**src/ffm_cfg.svh**
```systemverilog
// Constants for the FIFO fault and device state manager.
// Assumes inclusion by bare name from the package and the design module.
`ifndef FFM_CFG_SVH
`define FFM_CFG_SVH
`define FFM_RX_FULL_COUNT      9'h0_0ff
`define FFM_TX_FULL_COUNT      10'h0_1ff
`define FFM_CHK_HEAD_VSYNC     16'haaf0
`define FFM_CHK_HEAD_LO        16'haa00
`define FFM_CHK_HEAD_HI        16'haa0f
`define FFM_OTP_CRC_POLY       8'h07
`define FFM_OTP_CRC_INIT       8'h00
`define FFM_OTP_BYTES          16'h0_010
`endif

```
**src/ffm_pkg.sv**
```systemverilog
// Types for the FIFO fault and device state manager.
// Assumes ffm_cfg.svh sits in the same folder.
`include "ffm_cfg.svh"
package ffm_pkg;
	// Device operating states
	typedef enum logic [1:0]
	{
		ST_UNPOWERED,
		ST_INIT,
		ST_NORMAL,
		ST_FAILSAFE
	} ffm_state_type;

	// Latched diagnostic flags
	typedef struct packed
	{
		logic tx_fifo_parity_flag;
		logic tx_fifo_overflow_flag;
		logic tx_fifo_underflow_flag;
		logic tx_fifo_group_flag;
		logic rx_fifo_overflow_flag;
		logic rx_fifo_underflow_flag;
		logic rx_fifo_parity_flag;
		logic rx_fifo_group_flag;
		logic input_stuck_flag;
		logic check_bit_flag;
		logic chain_crc_flag;
		logic cmd_queue_overflow_flag;
		logic chain_group_flag;
		logic spi_crc_flag;
		logic reg_write_fail_flag;
		logic otp_crc_flag;
		logic power_on_flag;
	} ffm_flags_type;

	// Fault masks
	typedef struct packed
	{
		logic spi_crc_mask;
		logic input_stuck_mask;
		logic check_bit_mask;
		logic chain_crc_mask;
	} ffm_mask_type;

	// Single-cycle event reports from the surrounding logic
	typedef struct packed
	{
		logic tx_parity_err;
		logic tx_word_store;
		logic tx_underflow;
		logic rx_word_store;
		logic rx_word_req;
		logic rx_parity_err;
		logic rx_head_byte_fwd_rd;
		logic input_stuck;
		logic check_bit_err;
		logic chain_crc_done;
		logic chain_crc_match;
		logic queue_full_new_cmd;
		logic spi_crc_err;
		logic chain_ctrl_write;
		logic watchdog_overflow;
		logic soft_reset_cmd;
	} ffm_event_type;
endpackage

```
**src/ffm_manager.sv**
```systemverilog
// FIFO fault, OTP check and device state manager of a SPI to chain bridge.
// Assumes events are one-cycle pulses on clk; undervoltage comes from a pin.
// Notes on behaviour
// - TX parity error sets flags, halts transmit
// - After TX parity error refuse stores until clear
// - RX full store sets overflow, drops word
// - RX storing resumes at checked read head
// - RX empty read sets underflow, suspends storing
// - RX parity error sets flags only
// - Power-up CRC-8 over OTP bytes compared
// - OTP mismatch: sticky flag, stay in Initialization
// - Masks gate only summary and fault pin
// - Four mask bits: SPI CRC, stuck, check, chain CRC
// - Undervoltage: Unpowered, reset, power-on flag, fault low
// - Watchdog overflow in Normal enters Failsafe
// - Chain control write while busy: write-fail flag only
// - Chain CRC checked only for listed head words
// - TX full store: overflow, stop, count zero
// - Queue full new command: overflow, flush queue
// - Initialization: slow SPI, clock runs, load on match
// - Normal transmit waits for power-on flag clear
// - Force-failsafe bit enters Failsafe, self clears
// - Failsafe entry clears TX FIFO, discards forwards
// - Exit-failsafe bit or soft reset returns Normal
// - Clear bit clears all flags but OTP CRC
`timescale 1ns/1ps
`include "ffm_cfg.svh"
module ffm_manager
#(
	parameter int OTP_BYTES = `FFM_OTP_BYTES
)
(
	input  wire logic                  clk,
	input  wire logic                  rst,
	input  wire logic                  uvlo_pin,
	input  wire ffm_pkg::ffm_event_type ev,
	input  wire logic [15:0]           chain_head_word,
	input  wire logic [8:0]            rx_fifo_fill_count,
	input  wire logic [9:0]            tx_fifo_fill_count,
	input  wire logic                  chain_busy,
	input  wire ffm_pkg::ffm_mask_type mask,
	input  wire logic                  flag_clear_bit,
	input  wire logic                  force_failsafe_bit,
	input  wire logic                  exit_failsafe_bit,
	input  wire logic [7:0]            otp_byte,
	input  wire logic [7:0]            otp_stored_crc,
	output logic [7:0]                 otp_addr,
	output logic                       otp_load,
	output ffm_pkg::ffm_flags_type     flags,
	output logic                       summary_flag,
	output logic                       fault_out,
	output logic                       fault_oe_n,
	output logic [1:0]                 device_state_field,
	output logic                       tx_enable,
	output logic                       tx_halt,
	output logic                       tx_fifo_clear_bit,
	output logic                       tx_store_allow,
	output logic                       rx_store_allow,
	output logic                       spi_slow_mode,
	output logic                       spi_reset,
	output logic                       chain_ctrl_write_ok
);
	// Elaboration check on OTP size
	if (OTP_BYTES < 1 || OTP_BYTES > 255)
	begin : g_bad
		$error("OTP_BYTES out of range");
	end

	// Undervoltage synchroniser, three stages
	logic [2:0] uv_sync_reg;
	logic [2:0] uv_sync_next;
	logic       uv_reg;          // Filtered undervoltage level
	logic       uv_next;

	// Device state
	ffm_pkg::ffm_state_type state_reg;
	ffm_pkg::ffm_state_type state_next;
	ffm_pkg::ffm_flags_type flags_reg;
	ffm_pkg::ffm_flags_type flags_next;
	logic       rx_suspend_reg;  // RX storing blocked by flow fault
	logic       rx_suspend_next;
	logic [7:0] crc_reg;         // Running OTP CRC
	logic [7:0] crc_next;
	logic [7:0] addr_reg;        // OTP byte index
	logic [7:0] addr_next;
	logic       otp_done_reg;    // Walk finished, mismatch held
	logic       otp_done_next;
	logic       fs_entry_reg;    // One-cycle failsafe entry pulse
	logic       fs_entry_next;
	logic       halt_reg;        // Transmission halted
	logic       halt_next;
	logic       tx_clr_reg;      // TX FIFO clear pulse
	logic       tx_clr_next;
	logic       err_reg;         // Unmasked error summary
	logic       err_next;

	// CRC-8 step, polynomial x^8+x^2+x+1
	function automatic logic [7:0] crc8_step(input logic [7:0] c, input logic [7:0] d);
		logic [7:0] r;
		r = c ^ d;
		for (int i = 0; i < 8; i++)
		begin
			r = r[7] ? ((r << 1) ^ `FFM_OTP_CRC_POLY) : (r << 1);
		end
		return r;
	endfunction

	// Head word qualifies for chain integrity check
	logic head_checked;
	assign head_checked = (chain_head_word == `FFM_CHK_HEAD_VSYNC) ||
		((chain_head_word >= `FFM_CHK_HEAD_LO) && (chain_head_word <= `FFM_CHK_HEAD_HI));

	// Next-state logic for all control state
	always_comb
	begin
		uv_sync_next    = {uv_sync_reg[1:0], uvlo_pin};
		uv_next         = (uv_sync_reg[1] == uv_sync_reg[2]) ? uv_sync_reg[2] : uv_reg;
		state_next      = state_reg;
		flags_next      = flags_reg;
		rx_suspend_next = rx_suspend_reg;
		crc_next        = crc_reg;
		addr_next       = addr_reg;
		otp_done_next   = otp_done_reg;
		fs_entry_next   = 1'b0;
		halt_next       = halt_reg;
		tx_clr_next     = 1'b0;
		// Host clear first so same-cycle events win
		if (flag_clear_bit)
		begin
			flags_next              = '0;
			flags_next.otp_crc_flag = flags_reg.otp_crc_flag;
			halt_next               = 1'b0;
		end
		case (state_reg)
			ffm_pkg::ST_UNPOWERED:
			begin
				// Power returned: start the OTP walk
				state_next    = ffm_pkg::ST_INIT;
				crc_next      = `FFM_OTP_CRC_INIT;
				addr_next     = 8'h00;
				otp_done_next = 1'b0;
			end
			ffm_pkg::ST_INIT:
			begin
				if (!otp_done_reg)
				begin
					crc_next  = crc8_step(crc_reg, otp_byte);
					addr_next = addr_reg + 8'h01;
					if (addr_reg == 8'(OTP_BYTES - 1))
					begin
						otp_done_next = 1'b1;
						if (crc_next == otp_stored_crc)
							state_next = ffm_pkg::ST_NORMAL;
						else
							flags_next.otp_crc_flag = 1'b1;
					end
				end
			end
			ffm_pkg::ST_NORMAL:
			begin
				// Watchdog or forced entry to failsafe
				if (ev.watchdog_overflow || force_failsafe_bit)
				begin
					state_next    = ffm_pkg::ST_FAILSAFE;
					fs_entry_next = 1'b1;
				end
			end
			ffm_pkg::ST_FAILSAFE:
			begin
				if (exit_failsafe_bit || ev.soft_reset_cmd)
					state_next = ffm_pkg::ST_NORMAL;
			end
			default:
			begin
				state_next = ffm_pkg::ST_UNPOWERED;
			end
		endcase
		// TX FIFO parity error on read
		if (ev.tx_parity_err)
		begin
			flags_next.tx_fifo_parity_flag = 1'b1;
			flags_next.tx_fifo_group_flag  = 1'b1;
			halt_next                      = 1'b1;
		end
		// TX underflow halts transmission
		if (ev.tx_underflow)
		begin
			flags_next.tx_fifo_underflow_flag = 1'b1;
			flags_next.tx_fifo_group_flag     = 1'b1;
			halt_next                         = 1'b1;
		end
		// TX overflow on a forwarded word store
		if (ev.tx_word_store && tx_fifo_fill_count == `FFM_TX_FULL_COUNT && state_reg != ffm_pkg::ST_FAILSAFE)
		begin
			flags_next.tx_fifo_overflow_flag = 1'b1;
			flags_next.tx_fifo_group_flag    = 1'b1;
			halt_next                        = 1'b1;
			tx_clr_next                      = 1'b1;
		end
		// Command queue overflow flushes queue and FIFO
		if (ev.queue_full_new_cmd)
		begin
			flags_next.cmd_queue_overflow_flag = 1'b1;
			flags_next.chain_group_flag        = 1'b1;
			halt_next                          = 1'b1;
			tx_clr_next                        = 1'b1;
		end
		// RX overflow drops the word
		if (ev.rx_word_store && rx_fifo_fill_count == `FFM_RX_FULL_COUNT)
		begin
			flags_next.rx_fifo_overflow_flag = 1'b1;
			flags_next.rx_fifo_group_flag    = 1'b1;
			rx_suspend_next                  = 1'b1;
		end
		// RX underflow on a data read
		if (ev.rx_word_req && rx_fifo_fill_count == 9'h0_000)
		begin
			flags_next.rx_fifo_underflow_flag = 1'b1;
			flags_next.rx_fifo_group_flag     = 1'b1;
			rx_suspend_next                   = 1'b1;
		end
		// Storing resumes only at a checked-read head once flags clear
		if (rx_suspend_reg && !flags_reg.rx_fifo_overflow_flag &&
			!flags_reg.rx_fifo_underflow_flag && ev.rx_head_byte_fwd_rd)
			rx_suspend_next = 1'b0;
		// RX parity error: flags only
		if (ev.rx_parity_err)
		begin
			flags_next.rx_fifo_parity_flag = 1'b1;
			flags_next.rx_fifo_group_flag  = 1'b1;
		end
		// Chain faults, flags always set regardless of mask
		if (ev.input_stuck)
			flags_next.input_stuck_flag = 1'b1;
		if (ev.check_bit_err)
			flags_next.check_bit_flag = 1'b1;
		if (ev.chain_crc_done && head_checked && !ev.chain_crc_match)
			flags_next.chain_crc_flag = 1'b1;
		if (ev.input_stuck || ev.check_bit_err || (ev.chain_crc_done && head_checked && !ev.chain_crc_match))
			flags_next.chain_group_flag = 1'b1;
		if (ev.spi_crc_err)
			flags_next.spi_crc_flag = 1'b1;
		// Rejected chain control write
		if (ev.chain_ctrl_write && chain_busy)
			flags_next.reg_write_fail_flag = 1'b1;
		// Undervoltage overrides state, flags, RX suspend, halt and OTP done, not the clear pulses
		if (uv_reg)
		begin
			state_next               = ffm_pkg::ST_UNPOWERED;
			flags_next               = '0;
			flags_next.power_on_flag = 1'b1;
			rx_suspend_next          = 1'b0;
			halt_next                = 1'b0;
			otp_done_next            = 1'b0;
		end
		// Summary: masked sources excluded, write failure never counts
		err_next = flags_next.power_on_flag | flags_next.otp_crc_flag |
			flags_next.tx_fifo_group_flag | flags_next.rx_fifo_group_flag |
			flags_next.cmd_queue_overflow_flag |
			(flags_next.spi_crc_flag & ~mask.spi_crc_mask) |
			(flags_next.input_stuck_flag & ~mask.input_stuck_mask) |
			(flags_next.check_bit_flag & ~mask.check_bit_mask) |
			(flags_next.chain_crc_flag & ~mask.chain_crc_mask) |
			(state_next == ffm_pkg::ST_FAILSAFE);
	end

	// Register all control state
	always_ff @(posedge clk)
	begin
		if (rst)
		begin
			uv_sync_reg    <= 3'h0;
			uv_reg         <= 1'b0;
			state_reg      <= ffm_pkg::ST_UNPOWERED;
			flags_reg      <= '0;
			rx_suspend_reg <= 1'b0;
			crc_reg        <= 8'h00;
			addr_reg       <= 8'h00;
			otp_done_reg   <= 1'b0;
			fs_entry_reg   <= 1'b0;
			halt_reg       <= 1'b0;
			tx_clr_reg     <= 1'b0;
			err_reg        <= 1'b0;
		end
		else
		begin
			uv_sync_reg    <= uv_sync_next;
			uv_reg         <= uv_next;
			state_reg      <= state_next;
			flags_reg      <= flags_next;
			rx_suspend_reg <= rx_suspend_next;
			crc_reg        <= crc_next;
			addr_reg       <= addr_next;
			otp_done_reg   <= otp_done_next;
			fs_entry_reg   <= fs_entry_next;
			halt_reg       <= halt_next;
			tx_clr_reg     <= tx_clr_next;
			err_reg        <= err_next;
		end
	end

	// Outputs derived from registered state; write accept and RX store gate also use inputs
	assign flags               = flags_reg;
	assign summary_flag        = err_reg;
	assign fault_out           = 1'b0;
	assign fault_oe_n          = ~err_reg;
	assign device_state_field  = state_reg;
	assign otp_addr            = addr_reg;
	assign otp_load            = (state_reg == ffm_pkg::ST_NORMAL) && otp_done_reg;
	assign spi_slow_mode       = (state_reg == ffm_pkg::ST_INIT);
	assign spi_reset           = fs_entry_reg | (state_reg == ffm_pkg::ST_UNPOWERED);
	assign tx_fifo_clear_bit   = tx_clr_reg | fs_entry_reg;
	assign tx_halt             = halt_reg | (state_reg != ffm_pkg::ST_NORMAL);
	// Transmit needs Normal, power-on flag cleared, no halt, no pending TX FIFO or queue fault
	assign tx_enable           = (state_reg == ffm_pkg::ST_NORMAL) && !flags_reg.power_on_flag &&
		!halt_reg && !flags_reg.tx_fifo_group_flag && !flags_reg.cmd_queue_overflow_flag;
	// Forward data dropped in failsafe or after a TX fault
	assign tx_store_allow      = (state_reg == ffm_pkg::ST_NORMAL) &&
		!flags_reg.tx_fifo_group_flag && !flags_reg.cmd_queue_overflow_flag;
	assign rx_store_allow      = !rx_suspend_reg &&
		(rx_fifo_fill_count != `FFM_RX_FULL_COUNT);
	assign chain_ctrl_write_ok = ev.chain_ctrl_write && !chain_busy;
endmodule

```
**config.mk**
```make
export PLATFORM = sky130hd
export DESIGN_NAME = ffm_manager
export DESIGN_NICKNAME = d
export VERILOG_FILES = /design/src/ffm_pkg.sv /design/src/ffm_manager.sv
export VERILOG_INCLUDE_DIRS = /design/src
export SDC_FILE = /design/constraint.sdc
export NUM_CORES = 1
export LEC_CHECK = 0
export ABC_AREA = 1
export BUFFER_PORTS_ARGS = -buffer_cell sky130_fd_sc_hd__buf_2
export CORE_UTILIZATION = 43
export DETAILED_ROUTE_END_ITERATION = 8
export PLACE_DENSITY = 0.84
export SETUP_SLACK_MARGIN = 0.3
export SYNTH_ARGS = -nofsm -noshare
export SYNTH_HDL_FRONTEND = slang
export SYNTH_SLANG_ARGS = --single-unit
```
**constraint.sdc**
```tcl
create_clock -name clk -period 1.4 [get_ports clk]
set_input_delay 0.07 -clock clk [delete_from_list [all_inputs] [get_ports clk]]
set_output_delay 0.07 -clock clk [all_outputs]
set_load 0.03 [all_outputs]
```
== After elaboration in Yosys (flattened, before gate mapping) ==
Index checks and enable logic that the tools add are counted.

* Register bits: 45
* Bits of input ports: 78
* Output and inout port bits: 39
* Logic and storage cells: 182

* Add/sub/neg operators: 1
* Magnitude comparators: 2
* Equal/unequal tests: 14
* Mux-type cells: 55
* Bitwise operators: 31
* Reductions and logical operators: 51

{| class="wikitable"
|+ Operators by type and width
! cell !! count
|-
| $pmux 8 s2 || 2
|-
| $mux 1 || 30
|-
| $mux 3 || 8
|-
| $not 3->3 || 8
|-
| $logic_and 1x1->1 || 20
|-
| $mux 2 || 9
|-
| $reduce_bool 2->1 || 9
|-
| $mux 17 || 1
|-
| $eq 16x16->1 const B || 1
|-
| $ge 16x16->1 const B || 1
|-
| $le 16x16->1 const B || 1
|-
| $mux 8 || 2
|-
| $mux 14 || 1
|-
| $or 1x1->1 || 12
|-
| $eq 10x9->1 const B || 1
|-
| $eq 9x8->1 const B || 1
|-
| $logic_not 1->1 || 9
|-
| $logic_not 9->1 || 1
|-
| $ne 9x8->1 const B || 1
|-
| $add 8x1->8 const B || 1
|-
| $eq 8x4->1 const B || 1
|-
| $eq 8x8->1 || 1
|-
| $pmux 2 s4 || 1
|-
| $xor 8x8->8 || 1
|-
| other kinds (14) || 31
|}

== Depth between registers and ports, before layout ==
Gate-level depths: netlist of the first run.

* Depth after elaboration: 32
* Gate-level depth with buffers: 17
* Mapped depth without buffers: 17

== Worst setup path before layout of the first run ==
Ideal clock, no wire load.

* Path kind: reg2reg
* Start: register state_reg[0], in the netlist device_state_field[0]
* End: register addr_reg[6], in the netlist otp_addr[6]
* Library setup time: 0.118 ns
* Arrival time: 1.883 ns
* Data required time: 1.282 ns
* Slack: -0.601 ns
* Cell stages (with the launch flop): 12
* Path buffers: 1
* Period minus slack after synthesis: 2.001 ns
* Cell sequence: dfxtp_1 -> inv_1 -> nor2_2 -> inv_2 -> nor2_4 -> nor2_2 -> buf_6 -> nor2_4 -> nand2_1 -> nor2_1 -> and3_1 -> nor3_2

* Cells in the longest elaborated chain, start to end: 3
* Elaborated cells on any way between the ends: 6
* Those cells by class: eq/ne: 2; mux: 1; reduce/logical: 3

{| class="wikitable"
|+ RTL lines
! what !! line !! RTL
|-
| from (decl) || ffm_manager.sv:76 || <nowiki>ffm_pkg::ffm_state_type state_reg;</nowiki>
|-
| from (signal assigned) || ffm_manager.sv:274 || <nowiki>state_reg <= ffm_pkg::ST_UNPOWERED;</nowiki>
|-
| from (signal assigned) || ffm_manager.sv:289 || <nowiki>state_reg <= state_next;</nowiki>
|-
| $eq 2x1->1 (*) || n/a ||
|-
| via spi_slow_mode || ffm_manager.sv:59 || <nowiki>output logic spi_slow_mode,</nowiki>
|-
| $ne 2x2->1 (no source line) / $reduce_bool 2->1 (equally long branches) || n/a ||
|-
| $reduce_and 2->1 (no source line) || n/a ||
|-
| to (signal assigned) || ffm_manager.sv:293 || <nowiki>addr_reg <= addr_next;</nowiki>
|-
| to (decl) || ffm_manager.sv:84 || <nowiki>logic [7:0] addr_reg;</nowiki>
|}

Mark *: on every way through the listed nets, which the timed path passes. The rest lies on a longest branch.
A chain may end at the register's enable or synchronous reset.

== Worst setup path after layout of the first run ==
* Start: register crc_reg[2]
* End: register err_reg, in the netlist summary_flag

* Cells in the longest elaborated chain, start to end: 21
* Elaborated cells on any way between the ends: 27
* Those cells by class: eq/ne: 2; mux: 13; bitwise: 12

{| class="wikitable"
|+ RTL lines
! what !! line !! RTL
|-
| from (decl) || ffm_manager.sv:82 || <nowiki>logic [7:0] crc_reg;</nowiki>
|-
| from (signal assigned) || ffm_manager.sv:292 || <nowiki>crc_reg <= crc_next;</nowiki>
|-
| $xor 8x8->8 (*) || ffm_manager.sv:100 || <nowiki>r = c ^ d;</nowiki>
|-
| $mux 3 (*) || ffm_manager.sv:103 || <nowiki>r = r[7] ? ((r << 1) ^ `FFM_OTP_CRC_POLY) : (r << 1);</nowiki>
|-
| $not 3->3 (no source line) || n/a ||
|-
| $mux 3 || ffm_manager.sv:103 ||
|-
| $not 3->3 (no source line) || n/a ||
|-
| $mux 3 || ffm_manager.sv:103 ||
|-
| $eq 8x8->1 (*) || ffm_manager.sv:152 || <nowiki>if (crc_next == otp_stored_crc)</nowiki>
|-
| $mux 1 || ffm_manager.sv:152 ||
|-
| [... 3 more ...] || n/a ||
|-
| $mux 14 || ffm_manager.sv:247 || <nowiki>if (uv_reg)</nowiki>
|-
| $or 1x1->1 (2 in series) || ffm_manager.sv:257 || <nowiki>err_next = flags_next.power_on_flag | flags_next.otp_crc_flag |</nowiki>
|-
| $or 1x1->1 (2 in series) || ffm_manager.sv:258 || <nowiki>flags_next.tx_fifo_group_flag | flags_next.rx_fifo_group_flag |</nowiki>
|-
| $or 1x1->1 || ffm_manager.sv:259 || <nowiki>flags_next.cmd_queue_overflow_flag |</nowiki>
|-
| $or 1x1->1 || ffm_manager.sv:260 || <nowiki>(flags_next.spi_crc_flag & ~mask.spi_crc_mask) |</nowiki>
|-
| $or 1x1->1 || ffm_manager.sv:261 || <nowiki>(flags_next.input_stuck_flag & ~mask.input_stuck_mask) |</nowiki>
|-
| $or 1x1->1 || ffm_manager.sv:262 || <nowiki>(flags_next.check_bit_flag & ~mask.check_bit_mask) |</nowiki>
|-
| $or 1x1->1 (*) || ffm_manager.sv:263 || <nowiki>(flags_next.chain_crc_flag & ~mask.chain_crc_mask) |</nowiki>
|-
| to (signal assigned) || ffm_manager.sv:298 || <nowiki>err_reg <= err_next;</nowiki>
|-
| to (decl) || ffm_manager.sv:94 || <nowiki>logic err_reg;</nowiki>
|}

Mark *: on every way between the ends. The rest lies on a longest branch, timed or not.

==> results of run 1 <==
-- power breakdown --
group	switching, uW	internal, uW	total (uW)	leakage (uW)
sequential	53.2	1340	1390	0.000378
combinational	753	553	1310	0.00179
clock	518	548	1070	0.0000603
total	1320	2440	3770	0.00223
-- worst max-delay path, cell delays in order (launching register included) --
cell	delay, ns
dfxtp_2	0.36
xnor2_2	0.19
inv_1	0.12
nand2_1	0.11
nand2_1	0.06
nand2_1	0.10
nand2_1	0.07
nand2_1	0.07
nand2_2	0.07
nor2_4	0.16
nand3_2	0.11
nand2_2	0.11
nand2_2	0.06
a21oi_2	0.13
nand2_1	0.07
-- Yosys cell counts, types with 2 or more instances --
library cell / instances
inv_1: 46
nor2_2: 4
nand2_1: 121
nor3_1: 10
nand2_4: 5
o21ai_0: 8
and3_1: 2
nand3_2: 2
nand3_1: 24
nor2_1: 45
dfxtp_1: 45
nand2_2: 11
a21oi_1: 35
nor3b_1: 2
nor4_1: 3
inv_2: 7
clkbuf_1: 3
nand3b_1: 4
o211ai_1: 2
nor2_4: 2
nand4_1: 5
or2_2: 4
-- repair_timing --
| action | CTS | global route |
|---|---|---|
| setup buffers | 17 | 8 |
| pin swaps | 22 | 41 |
| hold buffers | 4 | 0 |
| cloned | 0 | 0 |
| resized for setup | 88 | 65 |
| setup endpoints to repair | 47 | 41 |
| hold endpoints to repair | 6 | 0 |
-- routing by layer --
layer  up-vias  track usage, %  share of wire (%)
met5         -               0                  0
met4         0            5.36                1.5
met3        14            5.23                5.8
met2       123            46.1                 53
met1      1595            27.5                 40
li1       1673               -                  -
-- kinds of logic after synthesis --
group | share of synthesized area (%)
AND/OR/NAND/NOR | 44.2
flip-flops | 34.0
AO/OA/AOI/OAI | 11.0
buffers and inverters | 8.93
XOR/XNOR | 1.23
other | 0.142
adder cells (fa/ha/maj) | 0.472
-- worst min path at each step --
| stage | from | endpoint | slack, ns | depth (start not counted) |
|---|---|---|---|---|
| floorplan | uvlo_pin | uv_sync_reg[0] | 0.18 | 2 |
| global placement | ev[9] | rx_suspend_reg | 0.27 | 2 |
| detailed placement | ev[9] | rx_suspend_reg | 0.28 | 2 |
| CTS | ev[3] | flags[3] | -0.02 | 3 |
| global route | ev[7] | flags[7] | 0.01 | 3 |
| finish | ev[3] | flags[3] | -0.009 | 3 |
-- metrics by stage --
stage | TNS, ns | hold slack, ns | util (%) | cell area [um^2]
final | -3.27 | -0.00930 | 74.8 | 4430
after floorplan | -1.04 | 0.177 | - | 2700
after CTS | -1.56 | -0.0210 | 70.1 | 4150
after global placement | -0.683 | 0.273 | 60.7 | 3590
after global routing | -4.93 | 0.0133 | 74.8 | 4430
after detailed placement | -0.937 | 0.277 | 60.7 | 3590
-- final cells by class --
class                   instances  area share (%)
clock buffers                   5            1.55
well taps                      75            2.12
flip-flops and latches         45            21.0
multi-input cells             306            42.2
inverters                      54            4.80
repair buffers                178            27.1
clock inverters                 3            1.13
==> flow_metrics.tcl, run 1 <==
set metrics [dict create \
    violations "negative hold slack, negative setup slack" \
    drtIter0Drc 108 \
    synth_top_area_share_pct 34.0 \
    syn_to_final_growth_pct 67.1 \
    min_period_over_period_pct 135 \
    synth_top_area_cell "dfxtp_1" \
    cts-root-buf "clkbuf_8" \
    regArea_um2 931 \
    dieArea_mm2 0.00648 \
    startpoint_type "flop" \
    dp.cells 629 \
    fin_skew_ns 0.0130 \
    ys_ff_latch 45 \
    via_count 3405 \
    nNetsFinal 669 \
    netlist_instances 411 \
    wl_um 8870 \
    critPathRequiredTime_ns 1.62 \
    synthArstFlopShare_pct 0 \
    largest_reg_flops 17 \
    ctsLongestPathBuffers 2 \
    clock-sinks 45 \
    power_leakage_uw 0.00223 \
    critPathArrivalTime_ns 2.10 \
    grt_pass1_wl_um 12400 \
    htreeDepth 2 \
    design.core.area_mm2 0.00592 \
    synth_nets 490 \
    hold_violations 1 \
    end_kind "flop" \
    numCtsBuffers 5 \
    grt_max_degree 17 \
    place_ws_ns -0.360 \
    synth.area.top_cells "dfxtp_1 34%, nand2_1 17%, a21oi_1 6.6%" \
    ys.flop_type "dfxtp_1" \
    antenna_left 0 \
    cp-endpoint "summary_flag" \
    cts.clk_slew.worst_paths_ns 0.10 \
    layout-drive-gt1-share_pct 54.5 \
    peakVddDrop_uv 651 \
    grt_pass1_vias 2918 \
    grt_overflow 0 \
    wl_per_cell_um 13.3 \
    pin_count 117 \
    place.gp.congestion 0.836 \
    rows 28 \
    final_cell_count_no_fill 666 \
    cap_violations 0 \
    setup_viol 23 \
    nFillCells 448 \
    hold_class "in2reg" \
    p_per_area_mw_per_mm2 851 \
    period_needed_ns 1.89 \
    criticalPathCategory "reg2reg" \
    whs_ns -0.00930 \
    setup_ws_ns -0.486 \
    viasPerCell 5.11 \
    outcome "finished with violations" \
    avgSynthCellArea_um2 6.44 \
    drc 0 \
    diodes 0 \
    multiInputGateArea_mm2 0.00187 \
    final_common_cell "buf_2" \
    timing.rr.end "summary_flag" \
    antenna_found_initial 0 \
    drv_slew 0 \
    crit_path_start "crc_reg[2]" \
    dieWidth_um 80.5 \
    tritoncts "built" \
    place_hpwl_um 5820 \
    r2r_start "crc_reg[2]" \
    max_freq_mhz 530 \
    syn_area_mm2 0.00265 \
    cp_max_fo 3 \
    grtUsageTotal_pct 24.4 \
    yosys_warnings 0 \
    initial_utilization_pct 44.7 \
    synth-edff-count 0 \
    dieHeight_um 80.5 \
    grt_setup_unrepaired "yes" \
    final_cell_mix "103 x buf_2, 84 x nand2_1, 40 x nand2_2, 40 x buf_4, 38 x inv_1" \
    seq_area_frac_synth_pct 34.0 \
    reg2regPathDepth 14 \
    dr.pass1.iters 4 \
    clkLatencyLatePin_ns 0.31 \
    reg2reg_slack_ns -0.49 \
    port_buffers 115 \
    ys_types 43 \
    power.total_uw 3770 \
]
Note: power is estimated with default switching activity, not from simulation.
==> inputs of run 2 (changes only) <==
--- a/config.mk
+++ b/config.mk
@@ -6,9 +6,8 @@
 export SDC_FILE = /design/constraint.sdc
 export NUM_CORES = 1
 export LEC_CHECK = 0
-export ABC_AREA = 1
 export BUFFER_PORTS_ARGS = -buffer_cell sky130_fd_sc_hd__buf_2
-export CORE_UTILIZATION = 43
+export CORE_UTILIZATION = 42
 export DETAILED_ROUTE_END_ITERATION = 8
 export PLACE_DENSITY = 0.84
 export SETUP_SLACK_MARGIN = 0.3
==> constraint.sdc (replaced) <==
create_clock -name clk -period 1.4 [get_ports clk]
set_input_delay 0.07 -clock clk [delete_from_list [all_inputs] [get_ports clk]]
set_output_delay 0.07 -clock clk [all_outputs]
set_load 0.01 [all_outputs]
==> run 2 against run 1 <==
  * Sequential share of layout area rose by 0.89 points
  * Fmax rose by 0.10%
  * Non-clock buffer count rose by 6
  * Largest power group is now combinational logic
  * Clock power fell by 6%
  * Cell count fell by 21%
  * Critical path type unchanged
  * Critical path depth fell by 7
  * Via count fell by 17%
  * Clock skew fell by 0.012 ns
  * The run ends with negative setup slack left
  * Critical endpoint is now device_state_field[1]
  * First-iteration DRC count did not move
  * Sequential power rose by 6%
==> flow_metrics.tcl, run 2 <==
set metrics [dict create \
    wl_per_cell_um 16.4 \
    htreeDepth 2 \
    pin_count 117 \
    synthArstFlopShare_pct 0 \
    setup_viol 22 \
    via_count 2843 \
    drtIter0Drc 108 \
    synthTopCellsByCount "45 x dfxtp_1, 40 x nor2_1, 24 x a21oi_1, 16 x nand2_1, 13 x xnor2_1" \
    yosysMostFrequentCell "dfxtp_1" \
    dieHeight_um 78.0 \
    violations "negative setup slack" \
    synth_top_area_share_pct 37.2 \
    outcome "finished with violations" \
    synth-edff-count 0 \
    clkLatencyLatePin_ns 0.29 \
    peakVddDrop_uv 722 \
    place.gp.congestion 0.832 \
    nNetsFinal 530 \
    dr.pass1.iters 4 \
    grt_setup_unrepaired "yes" \
    cap_violations 0 \
    initial_utilization_pct 43.7 \
    wl_um 8600 \
    grt_pass1_wl_um 12500 \
    hold_class "in2reg" \
    grtUsageTotal_pct 26.3 \
    synth_top_area_cell "dfxtp_1" \
    wl_met1_um 3160 \
    ctsLongestPathBuffers 2 \
    syn_to_final_growth_pct 75.5 \
    dr_wl_met2_um 4700 \
    avgSynthCellArea_um2 9.01 \
    drv_slew 0 \
    synth.area.top_cells "dfxtp_1 37%, nor2_1 6.2%, a21oi_1 5.0%" \
    max_freq_mhz 531 \
    drc 0 \
    whs_ns 0.00342 \
    largest_reg_flops 17 \
    netlist_instances 269 \
    final_cell_count_no_fill 524 \
    design.core.area_mm2 0.00554 \
    place_hpwl_um 5440 \
    syn_area_mm2 0.00242 \
    fin_skew_ns 0.00141 \
    viasPerCell 5.43 \
    dr_wl_met3_um 504 \
    critPathRequiredTime_ns 1.64 \
    grt_max_degree 22 \
    end_kind "flop" \
    synth_nets 348 \
    antenna_found_initial 0 \
    critPathArrivalTime_ns 2.12 \
    rows 27 \
    routed.top_layer "met4" \
    numCtsBuffers 5 \
    final_cell_mix "109 x buf_2, 41 x buf_4, 37 x nor2_1, 30 x dfxtp_1, 29 x buf_6" \
    antenna_left 0 \
    power_leakage_uw 0.00192 \
    place_ws_ns -0.342 \
    period_needed_ns 1.88 \
    tritoncts "built" \
    dp.cells 499 \
    grt_overflow 0 \
    setup_ws_ns -0.484 \
    nFillCells 360 \
    port_buffers 115 \
    criticalPathCategory "reg2reg" \
    setup_tns_ns -3.30 \
    dieWidth_um 78.0 \
    startpoint_type "flop" \
    ys_ff_latch 45 \
    cts-root-buf "clkbuf_8" \
    grt_pass1_vias 2851 \
    min_period_over_period_pct 135 \
    dieArea_mm2 0.00608 \
    cts.clk_slew.worst_paths_ns 0.08 \
    diodes 0 \
    cp_max_fo 4 \
    yosys_warnings 0 \
    hold_violations 0 \
    layout-drive-gt1-share_pct 58.2 \
    clock-sinks 45 \
    final_common_cell "buf_2" \
    ys.flop_type "dfxtp_1" \
    seq_area_frac_synth_pct 37.2 \
    ys_types 54 \
    p_per_area_mw_per_mm2 1080 \
]
run 2: per-layer routing:
layer,global-route usage (%),vias up
li1,-,1325
met1,28.1,1365
met2,50.6,127
met3,5.41,26
met4,9.07,0
met5,0,-
run 2: final cells by class:
class                           instances  area (um^2)  area share (%)
Multi-Input combinational cell        209         1830            43.0
Inverter                                6         27.5           0.647
Clock inverter                          1         30.0           0.706
Timing Repair Buffer                  184         1260            29.6
Sequential cell                        45          932            21.9
Clock buffer                            7         86.3            2.03
Tap cell                               72         90.1            2.12
run 2: report_power, final:
part           leakage (uW)  switching (uW)  internal, uW  total (uW)
Clock             0.0000585             433           582        1010
Combinational       0.00149             896          1200        2100
Sequential         0.000377            92.8          1380        1470
Total               0.00192            1420          3170        4590
run 2: metrics by stage:
step	total power [uW]	utilization (%)	cell area (um^2)
finish	4590	76.8	4250
floorplan	2490	-	2540
global route	4830	76.8	4250
detailed placement	3080	63.9	3540
CTS	4320	72.5	4020
global placement	3020	63.9	3540
run 2: what timing repair did:
action,in CTS,in global routing
hold endpoints to repair,2,0
hold buffers,1,0
pin swaps,14,26
endpoints found under the setup margin,32,42
gates resized for setup,62,35
buffers inserted,7,8
cloned,1,0
run 2: logic make-up (layout without fill, tap and decap cells):
group | Yosys count | count (layout) | share of synthesized area [%]
DFF | 45 | 45 | 37.2
adders and majority gates | 1 | 1 | 0.516
and+or+nand+nor | 116 | 116 | 25.1
other | 1 | 1 | 0.155
AOI/OAI and AO/OA | 56 | 56 | 15.6
xor gates and xnor gates | 35 | 35 | 18.9
buffers and inverters | 15 | 198 | 2.58
run 2: final timing paths:
path	endpoint	from	cells past startpoint	slack, ns
min reg2reg	uv_sync_reg[1]	uv_sync_reg[0]	1	0.45
max reg2reg	device_state_field[1]	crc_reg[7]	7	-0.48
max	device_state_field[1]	crc_reg[7]	7	-0.48
min	flags[3]	ev[3]	3	0.003
run 2: critical path, cell delays in order, from the launching register on:
cell	delay, ns
dfxtp_4	0.37
xnor2_4	0.16
buf_12	0.13
xnor2_1	0.33
and3_1	0.27
o211ai_2	0.14
a21oi_4	0.24
a32o_1	0.18
